## config.mk

```make
export PLATFORM = sky130hd
export DESIGN_NAME = icfg_top
export DESIGN_NICKNAME = d
export VERILOG_FILES = /design/src/rtl/icfg_sync_filter.v /design/src/rtl/icfg_cmd_gate.v /design/src/rtl/icfg_top.v
export VERILOG_INCLUDE_DIRS = /design/src /design/src/rtl
export SDC_FILE = /design/constraint.sdc
export NUM_CORES = 1
export LEC_CHECK = 0
export BUFFER_PORTS_ARGS = -buffer_cell sky130_fd_sc_hd__buf_2
export CAP_MARGIN = 20
export CORE_MARGIN = 2
export CORE_UTILIZATION = 48
export CTS_CLUSTER_SIZE = 12
export DETAILED_ROUTE_END_ITERATION = 7
export PLACE_DENSITY_LB_ADDON = 0.25
export SYNTH_ARGS = -nofsm -noshare
export SYNTH_HDL_FRONTEND = slang
export SYNTH_SLANG_ARGS = --single-unit
```

## constraint.sdc

```tcl
create_clock -name pclk -period 1.8 [get_ports pclk]
set_input_delay 0.27 -clock pclk [delete_from_list [all_inputs] [get_ports pclk]]
set_output_delay 0.27 -clock pclk [all_outputs]
set_load 0.01 [all_outputs]
```

## src/rtl/icfg_defs.vh

```
/*
  Constants of the I2C speed and target configuration block:
  register offsets, field positions, reset values, timing counts.
  Assumes inclusion by bare name from the rtl folder.
*/
`ifndef ICFG_DEFS_VH
`define ICFG_DEFS_VH

// ************************************************************
// Register byte offsets
// ************************************************************
`define ICFG_OFF_CTRL 8'h00
`define ICFG_OFF_TARGET 8'h04
`define ICFG_OFF_ENABLE 8'h0c
`define ICFG_OFF_STATE 8'h10
`define ICFG_OFF_RAW 8'h14

// ************************************************************
// Field positions
// ************************************************************
`define ICFG_CTRL_MASTER 0
`define ICFG_CTRL_SPD_LO 1
`define ICFG_CTRL_SPD_HI 2
`define ICFG_CTRL_WIDE 4
`define ICFG_CTRL_RESP_OFF 6
`define ICFG_TAR_SPECIAL 11
`define ICFG_TAR_GC_START 10
`define ICFG_TAR_ADDR_HI 9
`define ICFG_EN_ON 0
`define ICFG_STATE_TX_EMPTY 2
`define ICFG_RAW_TX_ABORT 6

// ************************************************************
// Reset values
// ************************************************************
`define ICFG_RST_SPEED 2'h2
`define ICFG_RST_MASTER 1'h1
`define ICFG_RST_RESP_OFF 1'h1
`define ICFG_RST_WIDE 1'h0
`define ICFG_RST_TARGET 12'h055
`define ICFG_RST_ENABLE 1'h0

// ************************************************************
// Speed codes and spike filter timing
// ************************************************************
`define ICFG_SPD_STD 2'h1
`define ICFG_SPD_FAST 2'h2
`define ICFG_SPD_HIGH 2'h3
`define ICFG_CLK_MHZ 50
`define ICFG_SPK_STD_NS 50
`define ICFG_SPK_FAST_NS 50
`define ICFG_SPK_HIGH_NS 10
`define ICFG_SPK_ULTRA_NS 10

`endif

```

## src/rtl/icfg_sync_filter.v

```verilog
/*
  Two-flop synchroniser followed by a spike filter of selectable length.
  Assumes the pin is asynchronous to pclk and the length is static-ish.
*/
`timescale 1ns/1ns
`default_nettype none

module icfg_sync_filter
(
  // Clock and reset
  input wire pclk,
  input wire presetn,
  // Pin and filter length
  input wire pin_in,
  input wire [3:0] flt_len,
  // Filtered level
  output reg pin_filt
);

  reg sync1_reg; // First stage, read only by second stage
  reg sync2_reg; // Second stage, usable level
  reg [3:0] cnt_reg; // Cycles the new level has held

  // ************************************************************
  // Synchroniser and filter
  // ************************************************************
  // New level is taken only after it holds flt_len cycles
  always @(posedge pclk or negedge presetn)
  begin
    if (!presetn)
    begin
      sync1_reg <= 1'b1;
      sync2_reg <= 1'b1;
      cnt_reg <= 4'h0;
      pin_filt <= 1'b1;
    end
    else
    begin
      sync1_reg <= pin_in;
      sync2_reg <= sync1_reg;
      if (sync2_reg == pin_filt)
        cnt_reg <= 4'h0;
      else if (cnt_reg + 4'h1 >= flt_len)
      begin
        pin_filt <= sync2_reg;
        cnt_reg <= 4'h0;
      end
      else
        cnt_reg <= cnt_reg + 4'h1;
    end
  end

endmodule // icfg_sync_filter

`default_nettype wire

```

## src/rtl/icfg_cmd_gate.v

```verilog
/*
  Checks each queued master command against the addressing mode.
  Assumes cmd_valid is a one-cycle pulse from logic on pclk.
*/
`timescale 1ns/1ns
`default_nettype none

module icfg_cmd_gate
(
  // Clock and reset
  input wire pclk,
  input wire presetn,
  // Command in
  input wire cmd_valid,
  input wire cmd_read,
  // Mode
  input wire master_on,
  input wire gc_active,
  input wire loop_simplex,
  // Verdict pulses
  output reg cmd_accept,
  output reg cmd_abort
);

  // ************************************************************
  // Verdict
  // ************************************************************
  // Reads abort in general call and in one-way loopback
  always @(posedge pclk or negedge presetn)
  begin
    if (!presetn)
    begin
      cmd_accept <= 1'b0;
      cmd_abort <= 1'b0;
    end
    else
    begin
      cmd_accept <= cmd_valid & master_on & ~(cmd_read & (gc_active | loop_simplex));
      cmd_abort <= cmd_valid & master_on & cmd_read & (gc_active | loop_simplex);
    end
  end

endmodule // icfg_cmd_gate

`default_nettype wire

```

## src/rtl/icfg_top.v

```verilog
/*
  APB configuration slave of an I2C controller: speed mode with clamping,
  master and responder enables, the target address register, special
  command decode, loopback detect and the bus line spike filters.
  Assumes a 50 MHz pclk, an APB master, and command and FIFO status
  signals from logic on the same clock; bus lines arrive asynchronously.

*/
// Decided for this implementation: register access over APB.
`timescale 1ns/1ns
`default_nettype none
`include "icfg_defs.vh"

module icfg_top
#(
  parameter [1:0] TOP_RATE_SETTING = 2'h3, // Highest speed built
  parameter ULTRA_RATE_OPTION = 0 // One builds the ultra mode
)
(
  // Clock and reset
  input wire pclk,
  input wire presetn,
  // APB slave
  input wire psel,
  input wire penable,
  input wire pwrite,
  input wire [7:0] paddr,
  input wire [31:0] pwdata,
  output reg [31:0] prdata,
  output reg pready,
  output reg pslverr,
  // Controller status and commands
  input wire tx_fifo_empty,
  input wire cmd_valid,
  input wire cmd_read,
  input wire [9:0] own_slave_address,
  // Bus lines
  input wire scl_in,
  input wire sda_in,
  // Configuration out
  output reg master_on,
  output reg responder_on,
  output reg wide_addr_initiator,
  output reg block_on,
  output reg [1:0] active_speed,
  output reg [9:0] target_address,
  output reg send_general_call,
  output reg send_startbyte,
  output reg loopback_simplex,
  // Command verdicts
  output wire cmd_accept,
  output wire transmit_abort,
  // Filtered lines
  output wire scl_filt,
  output wire sda_filt,
  output reg scl_rise,
  output reg scl_fall
);

  // ************************************************************
  // Functions
  // ************************************************************
  // Cycles for a spike time, rounded up, at least one
  function [3:0] spike_cycles;
    input integer ns;
    integer tmp;
    begin
      tmp = (ns * `ICFG_CLK_MHZ + 999) / 1000;
      if (tmp < 1)
        tmp = 1;
      spike_cycles = tmp[3:0];
    end
  endfunction

  // Illegal speed codes become the built maximum
  function [1:0] clamp_speed;
    input [1:0] req;
    begin
      if (req < `ICFG_SPD_STD || req > TOP_RATE_SETTING)
        clamp_speed = TOP_RATE_SETTING;
      else
        clamp_speed = req;
    end
  endfunction

  // ************************************************************
  // Declarations
  // ************************************************************
  reg [1:0] speed_reg; // Stored speed code
  reg master_reg; // Master enable
  reg resp_off_reg; // Responder disabled
  reg wide_reg; // Wide addressing for master
  reg [11:0] target_reg; // Target address register
  reg enable_reg; // Controller enable
  reg abort_flag_reg; // Sticky transmit abort
  reg scl_prev_reg; // Filtered clock one cycle ago
  reg [3:0] flt_len_reg; // Spike filter length in cycles
  // Address decode and APB phases
  wire setup_ph = psel & ~penable;
  wire wr_done = psel & penable & pready & pwrite; // Completing write
  wire hit_ctrl = (paddr == `ICFG_OFF_CTRL);
  wire hit_tar = (paddr == `ICFG_OFF_TARGET);
  wire hit_en = (paddr == `ICFG_OFF_ENABLE);
  wire hit_state = (paddr == `ICFG_OFF_STATE);
  wire hit_raw = (paddr == `ICFG_OFF_RAW);
  wire mapped = hit_ctrl | hit_tar | hit_en | hit_state | hit_raw; // Any register addressed
  // Identity query bit lies outside the twelve bits, so reads as clear
  wire gc_mode = target_reg[`ICFG_TAR_SPECIAL] & ~target_reg[`ICFG_TAR_GC_START];
  wire loop_match = (target_reg[`ICFG_TAR_ADDR_HI:0] == own_slave_address); // Target equals own address
  reg [31:0] rd_mux; // Readback value

  // ************************************************************
  // APB handshake
  // ************************************************************
  // No wait state: pready rises with the access phase
  always @(posedge pclk or negedge presetn)
  begin
    if (!presetn)
    begin
      pready <= 1'b0;
      pslverr <= 1'b0;
      prdata <= 32'h0;
    end
    else if (setup_ph)
    begin
      // Answer prepared during setup
      pready <= 1'b1;
      pslverr <= ~mapped;
      prdata <= pwrite ? 32'h0 : rd_mux;
    end
    else
    begin
      // Release after the completing edge
      pready <= 1'b0;
      pslverr <= 1'b0;
      prdata <= 32'h0;
    end
  end

  // ************************************************************
  // Readback
  // ************************************************************
  // Unused and reserved bits read as zero
  always @*
  begin
    rd_mux = 32'h0;
    if (hit_ctrl)
    begin
      rd_mux[`ICFG_CTRL_MASTER] = master_reg;
      rd_mux[`ICFG_CTRL_SPD_HI:`ICFG_CTRL_SPD_LO] = speed_reg;
      rd_mux[`ICFG_CTRL_WIDE] = wide_reg;
      rd_mux[`ICFG_CTRL_RESP_OFF] = resp_off_reg;
    end
    else if (hit_tar)
      rd_mux[11:0] = target_reg;
    else if (hit_en)
      rd_mux[`ICFG_EN_ON] = enable_reg;
    else if (hit_state)
      rd_mux[`ICFG_STATE_TX_EMPTY] = tx_fifo_empty;
    else if (hit_raw)
      rd_mux[`ICFG_RAW_TX_ABORT] = abort_flag_reg;
  end

  // ************************************************************
  // Control register
  // ************************************************************
  // Speed, master, wide addressing and responder bits
  always @(posedge pclk or negedge presetn)
  begin
    if (!presetn)
    begin
      speed_reg <= `ICFG_RST_SPEED;
      master_reg <= `ICFG_RST_MASTER;
      wide_reg <= `ICFG_RST_WIDE;
      resp_off_reg <= `ICFG_RST_RESP_OFF;
    end
    else if (wr_done && hit_ctrl)
    begin
      speed_reg <= clamp_speed(pwdata[`ICFG_CTRL_SPD_HI:`ICFG_CTRL_SPD_LO]);
      master_reg <= pwdata[`ICFG_CTRL_MASTER];
      wide_reg <= pwdata[`ICFG_CTRL_WIDE];
      resp_off_reg <= pwdata[`ICFG_CTRL_RESP_OFF];
    end
  end

  // ************************************************************
  // Target address and enable registers
  // ************************************************************
  // Target holds its value while the block is enabled
  always @(posedge pclk or negedge presetn)
  begin
    if (!presetn)
    begin
      target_reg <= `ICFG_RST_TARGET;
      enable_reg <= `ICFG_RST_ENABLE;
    end
    else
    begin
      if (wr_done && hit_tar && !enable_reg)
        target_reg <= pwdata[11:0];
      if (wr_done && hit_en)
        enable_reg <= pwdata[`ICFG_EN_ON];
    end
  end

  // ************************************************************
  // Transmit abort flag
  // ************************************************************
  // Write one clears; a new abort in the same cycle wins
  always @(posedge pclk or negedge presetn)
  begin
    if (!presetn)
      abort_flag_reg <= 1'b0;
    else if (transmit_abort)
      abort_flag_reg <= 1'b1;
    else if (wr_done && hit_raw && pwdata[`ICFG_RAW_TX_ABORT])
      abort_flag_reg <= 1'b0;
  end

  // ************************************************************
  // Configuration outputs
  // ************************************************************
  // Registered copies of the decoded configuration
  always @(posedge pclk or negedge presetn)
  begin
    if (!presetn)
    begin
      master_on <= 1'b0;
      responder_on <= 1'b0;
      wide_addr_initiator <= 1'b0;
      block_on <= 1'b0;
      active_speed <= 2'h0;
      target_address <= 10'h0;
      send_general_call <= 1'b0;
      send_startbyte <= 1'b0;
      loopback_simplex <= 1'b0;
    end
    else
    begin
      master_on <= master_reg & enable_reg;
      responder_on <= ~resp_off_reg & enable_reg;
      wide_addr_initiator <= wide_reg;
      block_on <= enable_reg;
      // Ultra build ignores the speed field
      if (ULTRA_RATE_OPTION == 1)
        active_speed <= 2'h0;
      else
        active_speed <= speed_reg;
      // Address is suppressed during general call
      if (gc_mode)
        target_address <= 10'h0;
      else
        target_address <= target_reg[`ICFG_TAR_ADDR_HI:0];
      send_general_call <= gc_mode;
      send_startbyte <= target_reg[`ICFG_TAR_SPECIAL] & target_reg[`ICFG_TAR_GC_START];
      // Self addressing runs one way, master to own responder
      loopback_simplex <= loop_match & master_reg & ~resp_off_reg
        & ~target_reg[`ICFG_TAR_SPECIAL];
    end
  end

  // ************************************************************
  // Spike filter length
  // ************************************************************
  // Length follows speed in master and responder roles alike
  always @(posedge pclk or negedge presetn)
  begin
    if (!presetn)
      flt_len_reg <= 4'h1;
    else if (ULTRA_RATE_OPTION == 1)
      flt_len_reg <= spike_cycles(`ICFG_SPK_ULTRA_NS);
    else
      case (speed_reg)
        `ICFG_SPD_STD: flt_len_reg <= spike_cycles(`ICFG_SPK_STD_NS);
        `ICFG_SPD_FAST: flt_len_reg <= spike_cycles(`ICFG_SPK_FAST_NS);
        `ICFG_SPD_HIGH: flt_len_reg <= spike_cycles(`ICFG_SPK_HIGH_NS);
        default: flt_len_reg <= spike_cycles(`ICFG_SPK_FAST_NS);
      endcase
  end

  // ************************************************************
  // Line filters and clock edges
  // ************************************************************
  // Clock line filter
  icfg_sync_filter u_scl_flt
  (
    .pclk(pclk),
    .presetn(presetn),
    .pin_in(scl_in),
    .flt_len(flt_len_reg),
    .pin_filt(scl_filt)
  );

  // Data line filter
  icfg_sync_filter u_sda_flt
  (
    .pclk(pclk),
    .presetn(presetn),
    .pin_in(sda_in),
    .flt_len(flt_len_reg),
    .pin_filt(sda_filt)
  );

  // Edge pulses of the filtered clock line
  always @(posedge pclk or negedge presetn)
  begin
    if (!presetn)
    begin
      scl_prev_reg <= 1'b1;
      scl_rise <= 1'b0;
      scl_fall <= 1'b0;
    end
    else
    begin
      scl_prev_reg <= scl_filt;
      scl_rise <= scl_filt & ~scl_prev_reg;
      scl_fall <= ~scl_filt & scl_prev_reg;
    end
  end

  // ************************************************************
  // Command gate
  // ************************************************************
  // Judges queued commands against general call and loopback
  icfg_cmd_gate u_gate
  (
    .pclk(pclk),
    .presetn(presetn),
    .cmd_valid(cmd_valid),
    .cmd_read(cmd_read),
    .master_on(master_on),
    .gc_active(send_general_call),
    .loop_simplex(loopback_simplex),
    .cmd_accept(cmd_accept),
    .cmd_abort(transmit_abort)
  );

endmodule // icfg_top

`default_nettype wire

```

==> results.json <==
{
  "skew_ns": 0.00913,
  "irDropWorstVdd_v": 0.000812,
  "grt_usage_pct": 17.8,
  "critPathCapture": "target_reg[5]$_DFFE_PN0P_",
  "worstRegToRegCells": 5,
  "grt_pass1_vias": 1832,
  "num_rows": 28,
  "yosysWarnings": 0,
  "globalRoute.totalOverflow": 0,
  "fillers": 490,
  "yosysSeqAreaShare_pct": 61.7,
  "period_needed_ns": 1.62,
  "ys_types": 37,
  "synth.area.mux_share_pct": 7.94,
  "rr_endpoint": "target_reg[5]$_DFFE_PN0P_",
  "grt_start_max_net_pins": 73,
  "setup_violations": 0,
  "die_h_um": 82.4,
  "hold_viol": 0,
  "dpl_cell_area_mm2": 0.00344,
  "powerDensity_mw_per_mm2": 957,
  "syn_inst": 226,
  "ios": 119,
  "yosys_register_bits": 72,
  "drt_iter0_markers": 76,
  "diodes": 0,
  "setup_tns_ns": 0,
  "postSynthAreaPerCell_um2": 13.0,
  "layout-drive-gt1-share_pct": 42.3,
  "pre_cts_slack_ns": -0.105,
  "seq_area_mm2": 0.00182,
  "first_pass_iters": 6,
  "initial_utilization_pct": 49.8,
  "viasPerCell": 4.83,
  "synth_xor_area_share_pct": 3.57,
  "drv_cap": 0,
  "synth-adder-area-share_pct": 0.849,
  "portBuffers": 78,
  "finalCritPeriodShare_pct": 90.0,
  "grt_pass1_wl_mm": 8.77,
  "cts.reportedPaths.clkPinSlew_ns": 0.07,
  "synth_compound_gate_area_share_pct": 3.52,
  "synth_top_family_by_area": "simple AND/OR/NAND/NOR gates",
  "worstHoldPathType": "in2reg",
  "wire_per_inst_um": 13.7,
  "wl_mm": 5.57,
  "cp-end-kind": "register",
  "clock_path_buffers": 2,
  "cts_resized": 0,
  "tritoncts": "done",
  "netlist_area_mm2": 0.00295,
  "arrival_ns": 1.84,
  "crit_type": "reg2reg",
  "dpl.hpwl_mm": 4.09,
  "numCtsBuffers": 9,
  "antenna_left": 0,
  "hold_slack_ns": 0.0310,
  "path_max_fanout": 6,
  "design_area_mm2": 0.00372,
  "area_growth_pct": 26.1,
  "nets": 388,
  "crit_required_ns": 2.02,
  "synthSimpleGateAreaFrac_pct": 16.1,
  "multi_input_area_mm2": 0.00103,
  "timing.fmax_mhz": 618,
  "clockRootBuffer": "clkbuf_8",
  "cp-startpoint": "pready$_DFF_PN0_",
  "rr_startpoint": "pready$_DFF_PN0_",
  "clockPowerShare_pct": 47.0,
  "startpoint_type": "register",
  "antenna_found_initial": 0,
  "p_int_mw": 2.85,
  "status": "completed",
  "cts.sinks": 72,
  "p_leak_nw": 1.96,
  "seq_power_share_pct": 47.1,
  "combPwrFrac_pct": 5.9,
  "r2r_slack_ns": 0.18,
  "setup_slack_ns": 0.181,
  "die_w_um": 82.4,
  "drv_slew": 0,
  "core_area_mm2": 0.00592,
  "num_vias": 1963,
  "gp_congestion": 0.815,
  "switching_share_pct": 19.9,
  "drc": 0,
  "rsz0062_at_grt": "no",
  "die_area_mm2": 0.00678,
  "htree_levels": 3,
  "clock_latency_ns": 0.34,
  "switchingPower_mw": 0.709
}
## cell usage after synthesis
library cell	count	area share, %
dfrtp_1	58	49
buf_4	20	5.1
and2_1	19	4.0
mux2_2	19	7.3
dfstp_2	14	12
nor2_1	10	1.3
nand2_1	9	1.1
nor3_1	9	1.5
xor2_1	8	2.4
nor2b_1	6	1.3
o21ai_0	5	0.85
nand4_1	4	0.85
xnor2_1	4	1.2
a21boi_0	3	0.76
inv_1	3	0.38
nand2b_1	3	0.64
nor3b_1	3	0.76
nor4_1	3	0.64
a2111oi_0	2	0.59
and3b_1	2	0.59
clkbuf_1	2	0.25
ha_1	2	0.85
mux2i_1	2	0.68
nor4_4	2	1.4
o22a_1	2	0.59
a21o_1	1	0.25
a22oi_1	1	0.25
a31oi_1	1	0.21
and3_1	1	0.21
and4_1	1	0.30
buf_6	1	0.38
conb_1	1	0.13
nor4b_1	1	0.30
or3_1	1	0.21
or3b_2	1	0.30
or4_1	1	0.25
or4_4	1	0.38
## final cells by class
| type | count | area share (%) |
|---|---|---|
| flip-flops and latches | 72 | 49.0 |
| multi-input cells | 151 | 27.8 |
| repair buffers | 89 | 13.1 |
| clock buffers | 11 | 3.80 |
| clock inverters | 5 | 3.47 |
| well taps | 75 | 2.53 |
| inverters | 3 | 0.303 |
## worst max-delay path: stages, from the launching register on
cell     delay (ns)
dfrtp_1        0.36
and4_1         0.23
nand2_1        0.10
nor4_4         0.28
buf_4          0.20
mux2_2         0.33
## layer usage
metal  wire (um)  global-route usage [%]
met1        2360                    21.9
met2        2840                    29.4
met3         264                    6.20
met4         103                    5.83
met5           0                       0
## through the flow
stage | std cells | power, mW | util [%]
after floorplan | 249 | 1.82 | -
after global placement | 389 | 1.91 | 58.0
after detailed placement | 389 | 1.92 | 58.0
after CTS | 406 | 3.60 | 62.8
after global routing | 406 | 3.70 | 62.8
final | 406 | 3.56 | 62.8
## power groups by stage
stage                     Sequential [mW]  Clock, mW  Combinational (mW)
after floorplan                      1.71          0               0.113
after global placement               1.71          0               0.205
after detailed placement             1.71          0               0.209
after CTS                            1.68       1.71               0.212
after global routing                 1.68       1.78               0.239
final                                1.68       1.67               0.209
## kinds of logic (layout without fill, tap and decap cells)
family | after synthesis | after routing
mux | 21 | 21
compound gates | 15 | 15
fa+ha+maj | 2 | 2
xor+xnor | 12 | 12
other cells | 1 | 24
flops | 72 | 72
buf+inv | 26 | 108
simple gates | 77 | 77
## worst min-delay path by stage
stage	from	to	slack (ns)	cells past startpoint
global route	scl_in	u_scl_flt.sync1_reg$_DFF_PN1_	0.01	1
CTS	scl_in	u_scl_flt.sync1_reg$_DFF_PN1_	0.02	1
global placement	presetn	u_sda_flt.cnt_reg[0]$_DFF_PN0_	0.33	2
finish	scl_in	u_scl_flt.sync1_reg$_DFF_PN1_	0.03	1
detailed placement	presetn	u_sda_flt.cnt_reg[0]$_DFF_PN0_	0.32	2
floorplan	presetn	abort_flag_reg$_DFFE_PN0P_	-0.03	0
## timing repair
item	4_1_cts	5_1_grt
hold endpoints to repair	58	0
setup buffers	0	0
setup endpoints to repair	0	0
hold buffers	1	0
## placed cells by master, fill, tap and decap left out, types with 2 or more instances in the layout
| master | n |
|---|---|
| nor3_1 | 9 |
| nor2_1 | 10 |
| nand4_1 | 4 |
| clkbuf_8 | 10 |
| buf_4 | 9 |
| mux2i_1 | 2 |
| dfstp_2 | 14 |
| mux2_2 | 19 |
| and2_1 | 19 |
| ha_1 | 2 |
| and3b_1 | 2 |
| xor2_1 | 8 |
| a2111oi_0 | 2 |
| o22a_1 | 2 |
| buf_2 | 78 |
| nor4_4 | 2 |
| xnor2_1 | 4 |
| conb_1 | 24 |
| dfrtp_1 | 58 |
| nand2b_1 | 3 |
| o21ai_0 | 5 |
| bufinv_16 | 4 |
| nor2b_1 | 6 |
| nand2_1 | 9 |
| a21boi_0 | 3 |
| nor4_1 | 3 |
| nor3b_1 | 3 |
| inv_1 | 3 |
(Power assumes the default switching activity.)
